### src/pkg/suspend_pkg.sv
package suspend_pkg;

  ////////////////////////////////////////////////////////////
  // clock and timing
  localparam int CLK_PERIOD_NS = 25;   // 40 MHz system clock
  localparam int CYC_W         = 8;    // width of every cycle count

  // entry step delays, measured from the entry trigger
  localparam int ENTRY_WRITE_PROTECT_DELAY_NS = 100;
  localparam int ENTRY_STATUS_DELAY_NS        = 200;
  localparam int ENTRY_OUTPUT_SWITCH_DELAY_NS = 300;
  localparam int ENTRY_INPUT_BLOCK_DELAY_NS   = 400;
  // exit step delays, measured from the exit trigger
  localparam int EXIT_INPUT_RELEASE_DELAY_NS  = 200;
  localparam int EXIT_STATUS_DELAY_NS         = 400;
  localparam int WAKE_PIN_STATUS_DELAY_NS     = 400;

  // least time rounds up, never below one cycle
  function automatic int ns_to_cyc(input int ns);
    int c;
    c = (ns + CLK_PERIOD_NS - 1) / CLK_PERIOD_NS;
    return (c < 1) ? 1 : c;
  endfunction

  localparam logic [CYC_W-1:0] ENTRY_WP_CYC     = CYC_W'(ns_to_cyc(ENTRY_WRITE_PROTECT_DELAY_NS));
  localparam logic [CYC_W-1:0] ENTRY_STATUS_CYC = CYC_W'(ns_to_cyc(ENTRY_STATUS_DELAY_NS));
  localparam logic [CYC_W-1:0] ENTRY_SWITCH_CYC = CYC_W'(ns_to_cyc(ENTRY_OUTPUT_SWITCH_DELAY_NS));
  localparam logic [CYC_W-1:0] ENTRY_BLOCK_CYC  = CYC_W'(ns_to_cyc(ENTRY_INPUT_BLOCK_DELAY_NS));
  localparam logic [CYC_W-1:0] EXIT_RELEASE_CYC = CYC_W'(ns_to_cyc(EXIT_INPUT_RELEASE_DELAY_NS));
  localparam logic [CYC_W-1:0] EXIT_STATUS_CYC  = CYC_W'(ns_to_cyc(EXIT_STATUS_DELAY_NS));
  localparam logic [CYC_W-1:0] PIN_STATUS_CYC   = CYC_W'(ns_to_cyc(WAKE_PIN_STATUS_DELAY_NS));

  ////////////////////////////////////////////////////////////
  // register map, byte offsets
  localparam logic [3:0] CTRL_OFS   = 4'h0;
  localparam logic [3:0] MASK_OFS   = 4'h4;
  localparam logic [3:0] CYCLE_OFS  = 4'h8;
  localparam logic [3:0] STATUS_OFS = 4'hC;

  localparam int WAKE_PINS = 8;        // wake pins monitored at most
  localparam int CTRL_W    = 5;        // used bits of the control word
  localparam int OUT_CYC_LSB = 0;      // output release count field
  localparam int WR_CYC_LSB  = 8;      // write release count field
  localparam int STATUS_W    = 8;      // used bits of the status word

  // reset values
  localparam logic [CTRL_W-1:0]    CTRL_RESET    = 5'h00;
  localparam logic [WAKE_PINS-1:0] MASK_RESET    = 8'h00;
  localparam logic [CYC_W-1:0]     OUT_CYC_RESET = 8'h04;
  localparam logic [CYC_W-1:0]     WR_CYC_RESET  = 8'h05;

  // control word, bit 4 first
  typedef struct packed {
    logic wake_reset;      // bit 4: global set/reset on exit
    logic drive_awake;     // bit 3: drive awake high, else open drain
    logic multipin_en;     // bit 2: wake pins gate the exit
    logic handshake_en;    // bit 1: sleep request/ack handshake present
    logic suspend_en;      // bit 0: suspend feature enabled
  } ctrl_t;

  // release counts
  typedef struct packed {
    logic [CYC_W-1:0] write_cyc;
    logic [CYC_W-1:0] out_cyc;
  } cycles_t;

  // sequencer states
  typedef enum logic [2:0] {
    ST_IDLE,
    ST_REQ,
    ST_ENTRY,
    ST_SLEEP,
    ST_EXIT,
    ST_WAIT_AWAKE,
    ST_RELEASE
  } state_t;

endpackage

### src/rtl/bit_sync.sv
`timescale 1ns/1ps
// two-stage synchroniser for pins from outside the clock domain
module bit_sync #(
  parameter int W = 1
) (
  // clock and reset
  input  wire logic         clk,
  input  wire logic         rst_b,
  // pin side and clock side
  input  wire logic [W-1:0] din,
  output logic      [W-1:0] dout
);

  logic [W-1:0] meta_reg;  // first stage, read by the second only

  ////////////////////////////////////////////////////////////
  // both stages in one process, no tap on the first
  always_ff @(posedge clk or negedge rst_b) begin
    if (!rst_b) begin
      meta_reg <= '0;
      dout     <= '0;
    end else begin
      meta_reg <= din;
      dout     <= meta_reg;
    end
  end

endmodule

### src/rtl/step_timer.sv
`timescale 1ns/1ps
// saturating up-counter of whole clock cycles
module step_timer #(
  parameter int W = 8
) (
  // clock and reset
  input  wire logic         clk,
  input  wire logic         rst_b,
  // control and count
  input  wire logic         clear,
  output logic      [W-1:0] count
);

  ////////////////////////////////////////////////////////////
  // zero while cleared, then one per cycle; holds at full scale
  always_ff @(posedge clk or negedge rst_b) begin
    if (!rst_b) begin
      count <= '0;
    end else if (clear) begin
      count <= '0;
    end else if (count != {W{1'b1}}) begin
      count <= count + W'(1);
    end
  end

endmodule

### src/rtl/suspend_wake_sequencer.sv
`timescale 1ns/1ps
// Function
// - suspend input ignored unless feature enabled
// - no handshake: suspend starts entry at once
// - handshake: raise sleep request after suspend
// - handshake: entry waits for sleep acknowledge
// - capture hold values at entry, present later
// - write protect storage after protect delay
// - drive awake low after status delay
// - outputs take sleep behaviour after switch delay
// - lastly block inputs, freeze interconnect
// - configuration done stays high while asleep
// - suspend low starts exit without wake pins
// - multipin: suspend low and enabled pin high
// - release inputs, storage still write protected
// - awake driven high or released open drain
// - wake timing starts from awake seen high
// - release outputs after output release count
// - enable writes after write release count
// - global set/reset on exit only if configured
module suspend_wake_sequencer (
  // clock and reset
  input  wire logic        clk,
  input  wire logic        rst_b,
  // avalon-mm register slave
  input  wire logic [3:0]  avs_address,
  input  wire logic        avs_read,
  input  wire logic        avs_write,
  input  wire logic [31:0] avs_writedata,
  output logic      [31:0] avs_readdata,
  output logic             avs_waitrequest,
  // system pins
  input  wire logic        suspend_in,
  input  wire logic [7:0]  wake_pin,
  input  wire logic        awake_in,
  output logic             awake_out,
  output logic             awake_oe,
  output logic             config_done,
  // user design handshake
  input  wire logic        sleep_ack_in,
  output logic             sleep_request_out,
  // global fabric controls
  output logic             global_write_en,
  output logic             outputs_sleep,
  output logic             input_block,
  output logic             capture_hold,
  output logic             global_set_reset
);

  ////////////////////////////////////////////////////////////
  // declarations

  localparam int CW = suspend_pkg::CYC_W;

  suspend_pkg::ctrl_t   ctrl_reg;      // feature options
  suspend_pkg::cycles_t cycles_reg;    // release counts
  logic [7:0]           mask_reg;      // enabled wake pins

  suspend_pkg::state_t  state_reg;     // sequencer state
  suspend_pkg::state_t  state_next;

  logic                 by_pin_reg;    // exit was triggered by a wake pin
  logic                 suspend_s;     // synchronised suspend
  logic [7:0]           wake_s;        // synchronised wake pins
  logic                 awake_s;       // synchronised awake level
  logic [CW-1:0]        seq_cnt;       // cycles since entry/exit trigger
  logic [CW-1:0]        rel_cnt;       // cycles since awake seen high
  logic                 seq_clear;
  logic                 rel_clear;
  logic                 wake_hit;      // exit condition met
  logic                 out_due;       // output release reached
  logic                 wr_due;        // write release reached
  logic [CW-1:0]        status_cyc;    // awake delay for this exit
  logic                 bus_req;
  logic                 bus_take;      // request accepted this edge

  ////////////////////////////////////////////////////////////
  // helpers

  // true once a step counter has reached a release count;
  // a count of zero behaves as one so a release never lands early
  function automatic logic reached(input logic [CW-1:0] cnt,
                                   input logic [CW-1:0] lim);
    logic [CW:0] c1;
    c1 = {1'b0, cnt} + (CW+1)'(1);
    return c1 >= {1'b0, lim};
  endfunction

  ////////////////////////////////////////////////////////////
  // pin synchronisers

  // all three come from the board, not from this clock
  bit_sync #(.W(10)) u_pin_sync (
    .clk   (clk),
    .rst_b (rst_b),
    .din   ({suspend_in, awake_in, wake_pin}),
    .dout  ({suspend_s, awake_s, wake_s})
  );

  ////////////////////////////////////////////////////////////
  // step timers

  // entry and exit steps share one counter; they never overlap
  assign seq_clear = (state_reg != suspend_pkg::ST_ENTRY) &&
                     (state_reg != suspend_pkg::ST_EXIT);

  step_timer #(.W(CW)) u_seq_timer (
    .clk   (clk),
    .rst_b (rst_b),
    .clear (seq_clear),
    .count (seq_cnt)
  );

  // held at zero until awake has been seen high
  assign rel_clear = (state_reg != suspend_pkg::ST_RELEASE);

  step_timer #(.W(CW)) u_rel_timer (
    .clk   (clk),
    .rst_b (rst_b),
    .clear (rel_clear),
    .count (rel_cnt)
  );

  ////////////////////////////////////////////////////////////
  // decode of step points

  // a wake pin high already when suspend falls counts as well
  assign wake_hit = !suspend_s &&
                    (!ctrl_reg.multipin_en || |(wake_s & mask_reg));

  assign out_due = reached(rel_cnt, cycles_reg.out_cyc);
  assign wr_due  = reached(rel_cnt, cycles_reg.write_cyc);

  // awake delay depends on what ended the sleep
  assign status_cyc = by_pin_reg ? suspend_pkg::PIN_STATUS_CYC
                                 : suspend_pkg::EXIT_STATUS_CYC;

  ////////////////////////////////////////////////////////////
  // next state

  always_comb begin
    state_next = state_reg;
    case (state_reg)
      suspend_pkg::ST_IDLE: begin
        // a disabled feature leaves the pin without effect
        if (ctrl_reg.suspend_en && suspend_s) begin
          if (ctrl_reg.handshake_en) begin
            state_next = suspend_pkg::ST_REQ;
          end else begin
            state_next = suspend_pkg::ST_ENTRY;
          end
        end
      end
      suspend_pkg::ST_REQ: begin
        // user logic owns the delay; suspend withdrawn aborts it
        if (!suspend_s) begin
          state_next = suspend_pkg::ST_IDLE;
        end else if (sleep_ack_in) begin
          state_next = suspend_pkg::ST_ENTRY;
        end
      end
      suspend_pkg::ST_ENTRY: begin
        // last step ends entry
        if (seq_cnt == suspend_pkg::ENTRY_BLOCK_CYC) begin
          state_next = suspend_pkg::ST_SLEEP;
        end
      end
      suspend_pkg::ST_SLEEP: begin
        if (wake_hit) begin
          state_next = suspend_pkg::ST_EXIT;
        end
      end
      suspend_pkg::ST_EXIT: begin
        if (seq_cnt == status_cyc) begin
          state_next = suspend_pkg::ST_WAIT_AWAKE;
        end
      end
      suspend_pkg::ST_WAIT_AWAKE: begin
        // the pin itself, not our own release, starts the timers
        if (awake_s) begin
          state_next = suspend_pkg::ST_RELEASE;
        end
      end
      suspend_pkg::ST_RELEASE: begin
        if (out_due && wr_due) begin
          state_next = suspend_pkg::ST_IDLE;
        end
      end
      default: begin
        state_next = suspend_pkg::ST_IDLE;
      end
    endcase
  end

  ////////////////////////////////////////////////////////////
  // state register

  always_ff @(posedge clk or negedge rst_b) begin
    if (!rst_b) begin
      state_reg <= suspend_pkg::ST_IDLE;
    end else begin
      state_reg <= state_next;
    end
  end

  ////////////////////////////////////////////////////////////
  // exit cause, caught on the exit trigger

  always_ff @(posedge clk or negedge rst_b) begin
    if (!rst_b) begin
      by_pin_reg <= 1'b0;
    end else if (state_reg == suspend_pkg::ST_SLEEP && wake_hit) begin
      by_pin_reg <= ctrl_reg.multipin_en;
    end
  end

  ////////////////////////////////////////////////////////////
  // sleep request to the user design

  // held until the device is fully awake again
  always_ff @(posedge clk or negedge rst_b) begin
    if (!rst_b) begin
      sleep_request_out <= 1'b0;
    end else if (state_next == suspend_pkg::ST_IDLE) begin
      sleep_request_out <= 1'b0;
    end else if (state_next == suspend_pkg::ST_REQ) begin
      sleep_request_out <= 1'b1;
    end
  end

  ////////////////////////////////////////////////////////////
  // hold-value capture strobe

  // one pulse as entry starts; pads show it only once
  // outputs_sleep rises
  always_ff @(posedge clk or negedge rst_b) begin
    if (!rst_b) begin
      capture_hold <= 1'b0;
    end else begin
      capture_hold <= (state_reg != suspend_pkg::ST_ENTRY) &&
                      (state_next == suspend_pkg::ST_ENTRY);
    end
  end

  ////////////////////////////////////////////////////////////
  // global write enable

  // stays off through input release so nothing is corrupted
  always_ff @(posedge clk or negedge rst_b) begin
    if (!rst_b) begin
      global_write_en <= 1'b1;
    end else if (state_reg == suspend_pkg::ST_ENTRY &&
                 seq_cnt == suspend_pkg::ENTRY_WP_CYC) begin
      global_write_en <= 1'b0;
    end else if (state_reg == suspend_pkg::ST_RELEASE && wr_due) begin
      global_write_en <= 1'b1;
    end
  end

  ////////////////////////////////////////////////////////////
  // global output switch

  always_ff @(posedge clk or negedge rst_b) begin
    if (!rst_b) begin
      outputs_sleep <= 1'b0;
    end else if (state_reg == suspend_pkg::ST_ENTRY &&
                 seq_cnt == suspend_pkg::ENTRY_SWITCH_CYC) begin
      outputs_sleep <= 1'b1;
    end else if (state_reg == suspend_pkg::ST_RELEASE && out_due) begin
      outputs_sleep <= 1'b0;
    end
  end

  ////////////////////////////////////////////////////////////
  // input and interconnect block

  always_ff @(posedge clk or negedge rst_b) begin
    if (!rst_b) begin
      input_block <= 1'b0;
    end else if (state_reg == suspend_pkg::ST_ENTRY &&
                 seq_cnt == suspend_pkg::ENTRY_BLOCK_CYC) begin
      input_block <= 1'b1;
    end else if (state_reg == suspend_pkg::ST_EXIT &&
                 seq_cnt == suspend_pkg::EXIT_RELEASE_CYC) begin
      input_block <= 1'b0;
    end
  end

  ////////////////////////////////////////////////////////////
  // optional global set/reset on exit

  // off by default so the pre-sleep state survives
  always_ff @(posedge clk or negedge rst_b) begin
    if (!rst_b) begin
      global_set_reset <= 1'b0;
    end else begin
      global_set_reset <= ctrl_reg.wake_reset &&
                          state_reg == suspend_pkg::ST_EXIT &&
                          seq_cnt == suspend_pkg::EXIT_RELEASE_CYC;
    end
  end

  ////////////////////////////////////////////////////////////
  // awake pin driver

  // asleep: driven low; awake: driven high or left to the pull-up
  always_ff @(posedge clk or negedge rst_b) begin
    if (!rst_b) begin
      awake_out <= 1'b0;
      awake_oe  <= 1'b0;
    end else if (state_reg == suspend_pkg::ST_ENTRY &&
                 seq_cnt == suspend_pkg::ENTRY_STATUS_CYC) begin
      awake_out <= 1'b0;
      awake_oe  <= 1'b1;
    end else if ((state_reg == suspend_pkg::ST_EXIT &&
                  seq_cnt == status_cyc) ||
                 state_reg == suspend_pkg::ST_IDLE) begin
      // open drain lets several devices wake in step
      awake_out <= ctrl_reg.drive_awake;
      awake_oe  <= ctrl_reg.drive_awake;
    end
  end

  ////////////////////////////////////////////////////////////
  // configuration done

  // configuration is retained, so sleep never lowers it
  always_ff @(posedge clk or negedge rst_b) begin
    if (!rst_b) begin
      config_done <= 1'b0;
    end else begin
      config_done <= 1'b1;
    end
  end

  ////////////////////////////////////////////////////////////
  // avalon-mm slave

  assign bus_req  = avs_read || avs_write;
  assign bus_take = bus_req && !avs_waitrequest;

  // one wait cycle per access, then one released cycle
  always_ff @(posedge clk or negedge rst_b) begin
    if (!rst_b) begin
      avs_waitrequest <= 1'b1;
    end else if (!avs_waitrequest) begin
      avs_waitrequest <= 1'b1;
    end else begin
      avs_waitrequest <= !bus_req;
    end
  end

  // read data made ready while waitrequest is still high
  always_ff @(posedge clk or negedge rst_b) begin
    if (!rst_b) begin
      avs_readdata <= 32'h0000_0000;
    end else if (avs_read && avs_waitrequest) begin
      case (avs_address)
        suspend_pkg::CTRL_OFS:   avs_readdata <= 32'(ctrl_reg);
        suspend_pkg::MASK_OFS:   avs_readdata <= 32'(mask_reg);
        suspend_pkg::CYCLE_OFS:  avs_readdata <= 32'(cycles_reg);
        suspend_pkg::STATUS_OFS: begin
          avs_readdata <= 32'({awake_s, sleep_request_out, input_block,
                               outputs_sleep, global_write_en,
                               3'(state_reg)});
        end
        default:                 avs_readdata <= 32'h0000_0000;
      endcase
    end
  end

  // writes land at the accepting edge; unmapped ones are dropped;
  // the write release count is not checked against the output one
  always_ff @(posedge clk or negedge rst_b) begin
    if (!rst_b) begin
      ctrl_reg   <= suspend_pkg::CTRL_RESET;
      mask_reg   <= suspend_pkg::MASK_RESET;
      cycles_reg <= {suspend_pkg::WR_CYC_RESET, suspend_pkg::OUT_CYC_RESET};
    end else if (bus_take && avs_write) begin
      case (avs_address)
        suspend_pkg::CTRL_OFS: begin
          ctrl_reg <= avs_writedata[suspend_pkg::CTRL_W-1:0];
        end
        suspend_pkg::MASK_OFS: begin
          mask_reg <= avs_writedata[7:0];
        end
        suspend_pkg::CYCLE_OFS: begin
          cycles_reg.out_cyc   <= avs_writedata[suspend_pkg::OUT_CYC_LSB +: CW];
          cycles_reg.write_cyc <= avs_writedata[suspend_pkg::WR_CYC_LSB +: CW];
        end
        default: begin
          ctrl_reg <= ctrl_reg;
        end
      endcase
    end
  end

endmodule

### config.mk
export PLATFORM = sky130hd
export DESIGN_NAME = suspend_wake_sequencer
export DESIGN_NICKNAME = d
export VERILOG_FILES = /design/src/pkg/suspend_pkg.sv /design/src/rtl/bit_sync.sv /design/src/rtl/step_timer.sv /design/src/rtl/suspend_wake_sequencer.sv
export SDC_FILE = /design/constraint.sdc
export NUM_CORES = 1
export LEC_CHECK = 0
export BUFFER_PORTS_ARGS = -buffer_cell sky130_fd_sc_hd__buf_2
export CAP_MARGIN = 5
export CORE_ASPECT_RATIO = 0.5
export CORE_MARGIN = 2
export CORE_UTILIZATION = 30
export DETAILED_ROUTE_END_ITERATION = 12
export RECOVER_POWER = 50
export SYNTH_ARGS = -nofsm -noshare
export SYNTH_HDL_FRONTEND = slang
export SYNTH_HIERARCHICAL = 1
export SYNTH_SLANG_ARGS = --single-unit
### constraint.sdc
create_clock -name clk -period 4.24 [get_ports clk]
set_clock_uncertainty 0.05 [all_clocks]
set_input_delay 0.424 -clock clk [delete_from_list [all_inputs] [get_ports clk]]
set_output_delay 0.424 -clock clk [all_outputs]
set_load 0.1 [all_outputs]
-- Word-level counts from Yosys, hierarchy flattened
Cells that the tools add are included.
W data, S select, Z words.
- bits in registers: 110
- input port bits: 51
- output and inout port bits: 42
- logic and storage cells: 116
- add/subtract/negate cells: 3
- $lt $le $gt $ge: 2
- equal/unequal tests: 20
- multiplexer cells: 27
- bitwise operators: 1
- reductions and logical operators: 39
- operator list (operator ; number):
    $pmux W16 S4 ; 1
    $mux W8 ; 4
    $mux W3 ; 8
    $pmux W3 S7 ; 1
    $ge A9 B8 Y1 ; 2
    $logic_and A1 B1 Y1 ; 18
    $add A8 B1 Y8 const B ; 2
    $eq A8 B4 Y1 const B ; 2
    $ne A8 B8 Y1 const B ; 2
    $reduce_bool A2 Y1 ; 7
    $mux W1 ; 12
    $add A8 B1 Y9 const B ; 1
    $eq A3 B2 Y1 const B ; 3
    $eq A3 B3 Y1 const B ; 3
    $and A8 B8 Y8 ; 1
    $eq A4 B4 Y1 const B ; 2
    $eq A8 B3 Y1 const B ; 1
    $eq A8 B5 Y1 const B ; 1
    $reduce_or A8 Y1 ; 1
    $eq A3 B1 Y1 const B ; 2
    $logic_not A3 Y1 ; 2
    $ne A3 B3 Y1 const B ; 2
    $reduce_and A2 Y1 ; 3
    $eq A4 B3 Y1 const B ; 1
    other kinds (5) ; 10

-- Longest topological paths before layout
- depth in word-level cells: 9
- depth in mapped cells: 10
- depth with buffers taken out: 10

-- By module
Netlist, hierarchy kept.
- by module, submodules not included (module ; instances ; cells an instance ; area an instance (µm²) ; seq. area each (µm²)):
    suspend_wake_sequencer ; 1 ; 287 ; 3229.3 ; 1457.6
    step_timer ; 2 ; 41 ; 421.7 ; 200.2
    bit_sync ; 1 ; 20 ; 500.5 ; 500.5

-- Worst setup path before layout
OpenSTA, ideal clock, no wires.
- path type: reg2reg
- start point: reg u_rel_timer.count[0]
- end point: reg sleep_request_out
- setup time: 0.094 ns
- arrival time: 2.519 ns
- data required time: 4.096 ns
- setup slack: 1.577 ns
- stages on the path, launching flop included: 11
- path buffers: 0
- clock period less this slack: 2.663 ns
- path through: dfrtp_1 and3_1 nand3_1 or2_2 xnor2_1 ha_1 and3_1 a221oi_1 o21ai_0 a211o_1 a211oi_1
- cells in the longest elaborated chain, start to end: 7
- elaborated cells on any way between the ends: 10
- classes of those cells: 1 x add/sub; 2 x order compare; 1 x eq/ne; 3 x mux; 3 x reduce/logical
- ends and longest elaborated chain (item ; RTL line ; text):
    from (decl) ; step_timer.sv:11 ; output logic [W-1:0] count
    from (signal assigned) ; step_timer.sv:22 ; count <= count + W'(1);
    $add A8 B1 Y9 (*) ; suspend_wake_sequencer.sv:85 ; c1 = {1'b0, cnt} + (CW+1)'(1);
    $ge A9 B8 Y1 ; suspend_wake_sequencer.sv:86 ; return c1 >= {1'b0, lim};
    $logic_and A1 B1 Y1 (*) ; suspend_wake_sequencer.sv:185 ; if (out_due && wr_due) begin
    $mux W3 (*) ; suspend_wake_sequencer.sv:185 ;
    $pmux W3 S7 (*) ; suspend_wake_sequencer.sv:143 ; case (state_reg)
    $eq A3 B1 Y1 / $logic_not A3 Y1 (equally long branches) ; suspend_wake_sequencer.sv:226, suspend_wake_sequencer.sv:224 ;
    $reduce_bool A2 Y1 (no source line) / $mux W1 (equally long branches) ; n/a ;
    to (signal assigned) ; suspend_wake_sequencer.sv:223 ; sleep_request_out <= 1'b0;
    to (signal assigned) ; suspend_wake_sequencer.sv:225 ; sleep_request_out <= 1'b0;
    to (signal assigned) ; suspend_wake_sequencer.sv:227 ; sleep_request_out <= 1'b1;
    to (decl) ; suspend_wake_sequencer.sv:41 ; output logic sleep_request_out,
Every way passes the cells marked *; elsewhere a longest branch is shown, timed or not.
A chain may end at the register's enable or synchronous reset.

-- Final worst setup path
Same ends and word-level chain as after synthesis.

==> run_results.csv <==
group,metric,value,unit
outcome,violated_checks,"max-capacitance violations, max-slew violations",
sta,timing.hold.ws,0.1146,ns
floorplan,core.rowCount,31,
power_and_ir_drop,p_leak,2.517,nW
critical_path,critical_path.max_fanout,11,
clocking,cts.sinks,94,
floorplan,ioPinCount,93,
layout,finalNonFillerCells,654,
detailed_routing,route.antenna.remaining_nets,0,
clocking,numCtsBuffers,9,
critical_path,timing_worst_setup_path_type,"reg2reg",
detailed_routing,drt-initial-drc-count,192,
sta,finalMaxSlewViolations,32,
detailed_routing,post-route-drc-count,0,
synth,post_synth.cell_area_avg,11.76,sq um
layout,layout-drive-gt1-share,28.41,%
placed_design,placed_cells,636,
placed_design,hpwlAfterDp,7617,microns
global_routing,global_route_wire_length_before_repair,16800,microns
layout,filler_cell_count,1467,
placed_design,place.gp.congestion,0.7918,
critical_path,critical_path.endpoint_type,"flop",
sta,totalNegativeSetupSlack,0,ns
clocking,cts.clk_slew.worst_paths,0.06,ns
outcome,status,"finished, violations left",
floorplan,start_util,31.19,%
global_routing,grt_start_max_net_pins,65,
power_and_ir_drop,switchingPower,1.025,mW
clocking,cts_max_path_buffers,2,
worst_hold_path,hold_path_class,"in2async",
clocking,cts.hold.buffers_added,0,
detailed_routing,post_drt_via_cell_ratio,4.896,
synth,yosysUniqueCellTypes,56,
critical_path,worst_r2r_startpoint,"u_rel_timer/count[0]$_DFFE_PN0P_",
layout,post-route-util,36.17,%
power_and_ir_drop,netSwitchingFraction,37.66,%
clocking,cts_root_buf,"sky130_fd_sc_hd__clkbuf_16",
detailed_routing,detailedRoute.firstPassIterationCount,4,
synth,sequential_cell_area_fraction_in_the_yosys_report,51.57,%
synth,netlist_instances,389,
critical_path,worstRegToRegCells,10,
placed_design,postPlaceCellArea,5015,sq um
global_routing,global_route.usage.total,13.51,%
detailed_routing,wl_per_cell,15.67,microns
critical_path,r2r_end,"sleep_request_out$_DFFE_PN0P_",
floorplan,coreArea,14660,sq um
power_and_ir_drop,max_ir_drop_vdd,231.3,uV
sta,clock_period_minus_worst_slack,3.037,ns
sta,tightest_slew,1.656,ns
power_and_ir_drop,p_seq_share,43.0,%
flow_run,drv_cap,1,
clocking,postCtsSetupBuffers,0,
sta,final_min_period_over_clock_period,71.64,%
critical_path,timing.critical_path.from,"u_rel_timer/count[0]$_DFFE_PN0P_",
synth,synth_enable_flop_cells,0,
critical_path,setup_slack_on_the_worst_flop_to_flop_path,1.20,ns
clocking,clk-insertion-delay-late,0.34,ns
sta,timing.final.hold_violations,0,
critical_path,start_kind,"flop",
synth,asyncSetResetFlopFracSynth,100.0,%
layout,syn2layout_area_growth,15.95,%
global_routing,antenna_found_initial,2,
clocking,clock_tree.htree_level_count,3,
sta,slew_headroom,-10.38,%
clocking,post_cts_resize_count,0,
power_and_ir_drop,internal_power,1.697,mW
sta,rsz0062_at_grt,"false",
sta,max_freq,0.3292,GHz
critical_path,data_required_time_at_the_worst_endpoint,4.43,ns
detailed_routing,finalWirelength,10250,microns
clocking,tritoncts,"built",
detailed_routing,vias,3202,
global_routing,grt_pass1_vias,3057,
placed_design,buffer_ports.inserted,60,
synth,most_used_flip_flop_cell_after_synthesis,"sky130_fd_sc_hd__dfrtp_1",
power_and_ir_drop,clock_power_share,28.2,%
sta,timing.final.setup_violations,0,
global_routing,globalRouteOverflowTotal,0,
floorplan,chipWidth,178.6,microns
layout,final_nets,519,
floorplan,die_outline_area,16310,sq um
critical_path,cp.arrival,3.23,ns
synth,ys_seq_elements,94,
synth,yosys_warnings,6,
power_and_ir_drop,power_density,513.3,nW/um^2
power_and_ir_drop,combinational_power_share,28.8,%
synth,syn_area,4573,sq um
floorplan,floorplan.die.height,91.31,microns
layout,layout.cell_area.non_filler,5303,sq um
## cells by family (layout without fill, tap and decap cells)
group,Yosys count,in the layout,share of synthesized area [%]
xor+xnor,6,6,1.149
fa+ha+maj,19,19,5.198
flops,94,94,51.57
simple gates,97,97,13.08
compound gates,89,89,13.60
other cells,2,19,0.1642
mux,35,35,9.822
buf+inv,47,97,5.417
## worst max-delay path by stage
stage | to | slack (ns) | depth (start not counted)
after CTS | sleep_request_out$_DFFE_PN0P_ | 1.16 | 10
after global routing | sleep_request_out$_DFFE_PN0P_ | 0.91 | 10
after detailed placement | sleep_request_out$_DFFE_PN0P_ | 1.18 | 10
final | sleep_request_out$_DFFE_PN0P_ | 1.20 | 10
after global placement | sleep_request_out$_DFFE_PN0P_ | 1.24 | 10
after floorplan | sleep_request_out$_DFFE_PN0P_ | 1.58 | 10
## cell usage in the layout, fill, tap and decap left out, drive strengths merged, types with 11 or more instances in the layout
master,instances
a21oi,11
a22o,15
buf,59
clkbuf,14
conb,17
dfrtp,89
ha,19
inv,20
mux2,29
nand2,19
nand3,13
o21ai,18
## cells in the mapped netlist, types with 2 or more instances
library cell / instances / area share [%]
sky130_fd_sc_hd__dfrtp_1: 89 / 49
sky130_fd_sc_hd__mux2_2: 29 / 7.1
sky130_fd_sc_hd__inv_1: 20 / 1.6
sky130_fd_sc_hd__ha_1: 19 / 5.2
sky130_fd_sc_hd__nand2_1: 19 / 1.6
sky130_fd_sc_hd__o21ai_0: 18 / 2.0
sky130_fd_sc_hd__buf_4: 16 / 2.6
sky130_fd_sc_hd__a22o_1: 15 / 2.9
sky130_fd_sc_hd__nand3_1: 13 / 1.4
sky130_fd_sc_hd__a21oi_1: 11 / 1.2
sky130_fd_sc_hd__a31oi_1: 10 / 1.4
sky130_fd_sc_hd__nor3_1: 10 / 1.1
sky130_fd_sc_hd__and3_1: 8 / 1.1
sky130_fd_sc_hd__a211oi_1: 7 / 1.1
sky130_fd_sc_hd__nor2_1: 7 / 0.57
sky130_fd_sc_hd__a21o_1: 6 / 0.98
sky130_fd_sc_hd__and4_2: 6 / 1.3
sky130_fd_sc_hd__dfstp_2: 5 / 2.9
sky130_fd_sc_hd__mux4_2: 5 / 2.5
sky130_fd_sc_hd__a22oi_1: 4 / 0.66
sky130_fd_sc_hd__clkbuf_1: 4 / 0.33
sky130_fd_sc_hd__nor2b_1: 4 / 0.55
sky130_fd_sc_hd__nor3b_1: 4 / 0.66
sky130_fd_sc_hd__xnor2_1: 4 / 0.77
sky130_fd_sc_hd__a221oi_1: 3 / 0.57
sky130_fd_sc_hd__a311oi_1: 3 / 0.57
sky130_fd_sc_hd__buf_1: 3 / 0.25
sky130_fd_sc_hd__buf_2: 3 / 0.33
sky130_fd_sc_hd__nand4_1: 3 / 0.41
sky130_fd_sc_hd__nor4_1: 3 / 0.41
sky130_fd_sc_hd__o21bai_1: 3 / 0.49
sky130_fd_sc_hd__a211o_1: 2 / 0.38
sky130_fd_sc_hd__and2b_2: 2 / 0.38
sky130_fd_sc_hd__conb_1: 2 / 0.16
sky130_fd_sc_hd__nand2b_1: 2 / 0.27
sky130_fd_sc_hd__nand4_2: 2 / 0.55
sky130_fd_sc_hd__nand4b_1: 2 / 0.38
sky130_fd_sc_hd__or2_1: 2 / 0.27
sky130_fd_sc_hd__or3_1: 2 / 0.27
sky130_fd_sc_hd__or4_1: 2 / 0.33
sky130_fd_sc_hd__xor2_1: 2 / 0.38
## stage by stage
step / setup slack (ns) / power [mW]
after floorplan: 1.577 / 1.801
after global placement: 1.239 / 1.960
after detailed placement: 1.182 / 1.975
after CTS: 1.161 / 2.752
after global routing: 0.9058 / 2.876
final: 1.203 / 2.722
## metal layers
layer,up-vias,wire length (microns),track usage (%)
met3,4,523,4.313
met5,-,0,0
met4,0,45,3.862
met1,1560,5132,19.55
li1,1557,-,-
met2,81,4549,19.18
## critical path: stages, from the launching register on
cell and delay [ns]:
sky130_fd_sc_hd__dfrtp_1 0.54, sky130_fd_sc_hd__and3_1 0.20, sky130_fd_sc_hd__nand3_1 0.11, sky130_fd_sc_hd__or2_2 0.33
sky130_fd_sc_hd__xnor2_1 0.23, sky130_fd_sc_hd__ha_1 0.29, sky130_fd_sc_hd__and3_1 0.16, sky130_fd_sc_hd__a221oi_1 0.22
sky130_fd_sc_hd__o21ai_0 0.21, sky130_fd_sc_hd__a211o_1 0.37, sky130_fd_sc_hd__a211oi_1 0.23
## cell type report
type                       count  area [sq um]  area share [%]
inverter                      20         75.07           1.416
timing repair buffer          61         305.3           5.757
antenna                        2         5.005         0.09438
clock buffer                  12         256.5           4.837
multi-input combinational    263          2023           38.15
sequential                    94          2359           44.48
clock inverter                 4         31.28          0.5899
tap                          198         247.7           4.672
## power by group through the flow
stage | clock network [mW] | logic (mW) | registers (mW)
final | 0.767 | 0.784 | 1.17
after global routing | 0.831 | 0.851 | 1.19
after CTS | 0.791 | 0.790 | 1.17
after detailed placement | 0 | 0.789 | 1.19
after global placement | 0 | 0.777 | 1.18
after floorplan | 0 | 0.438 | 1.36
No activity file was read; power rests on OpenSTA's default activity.
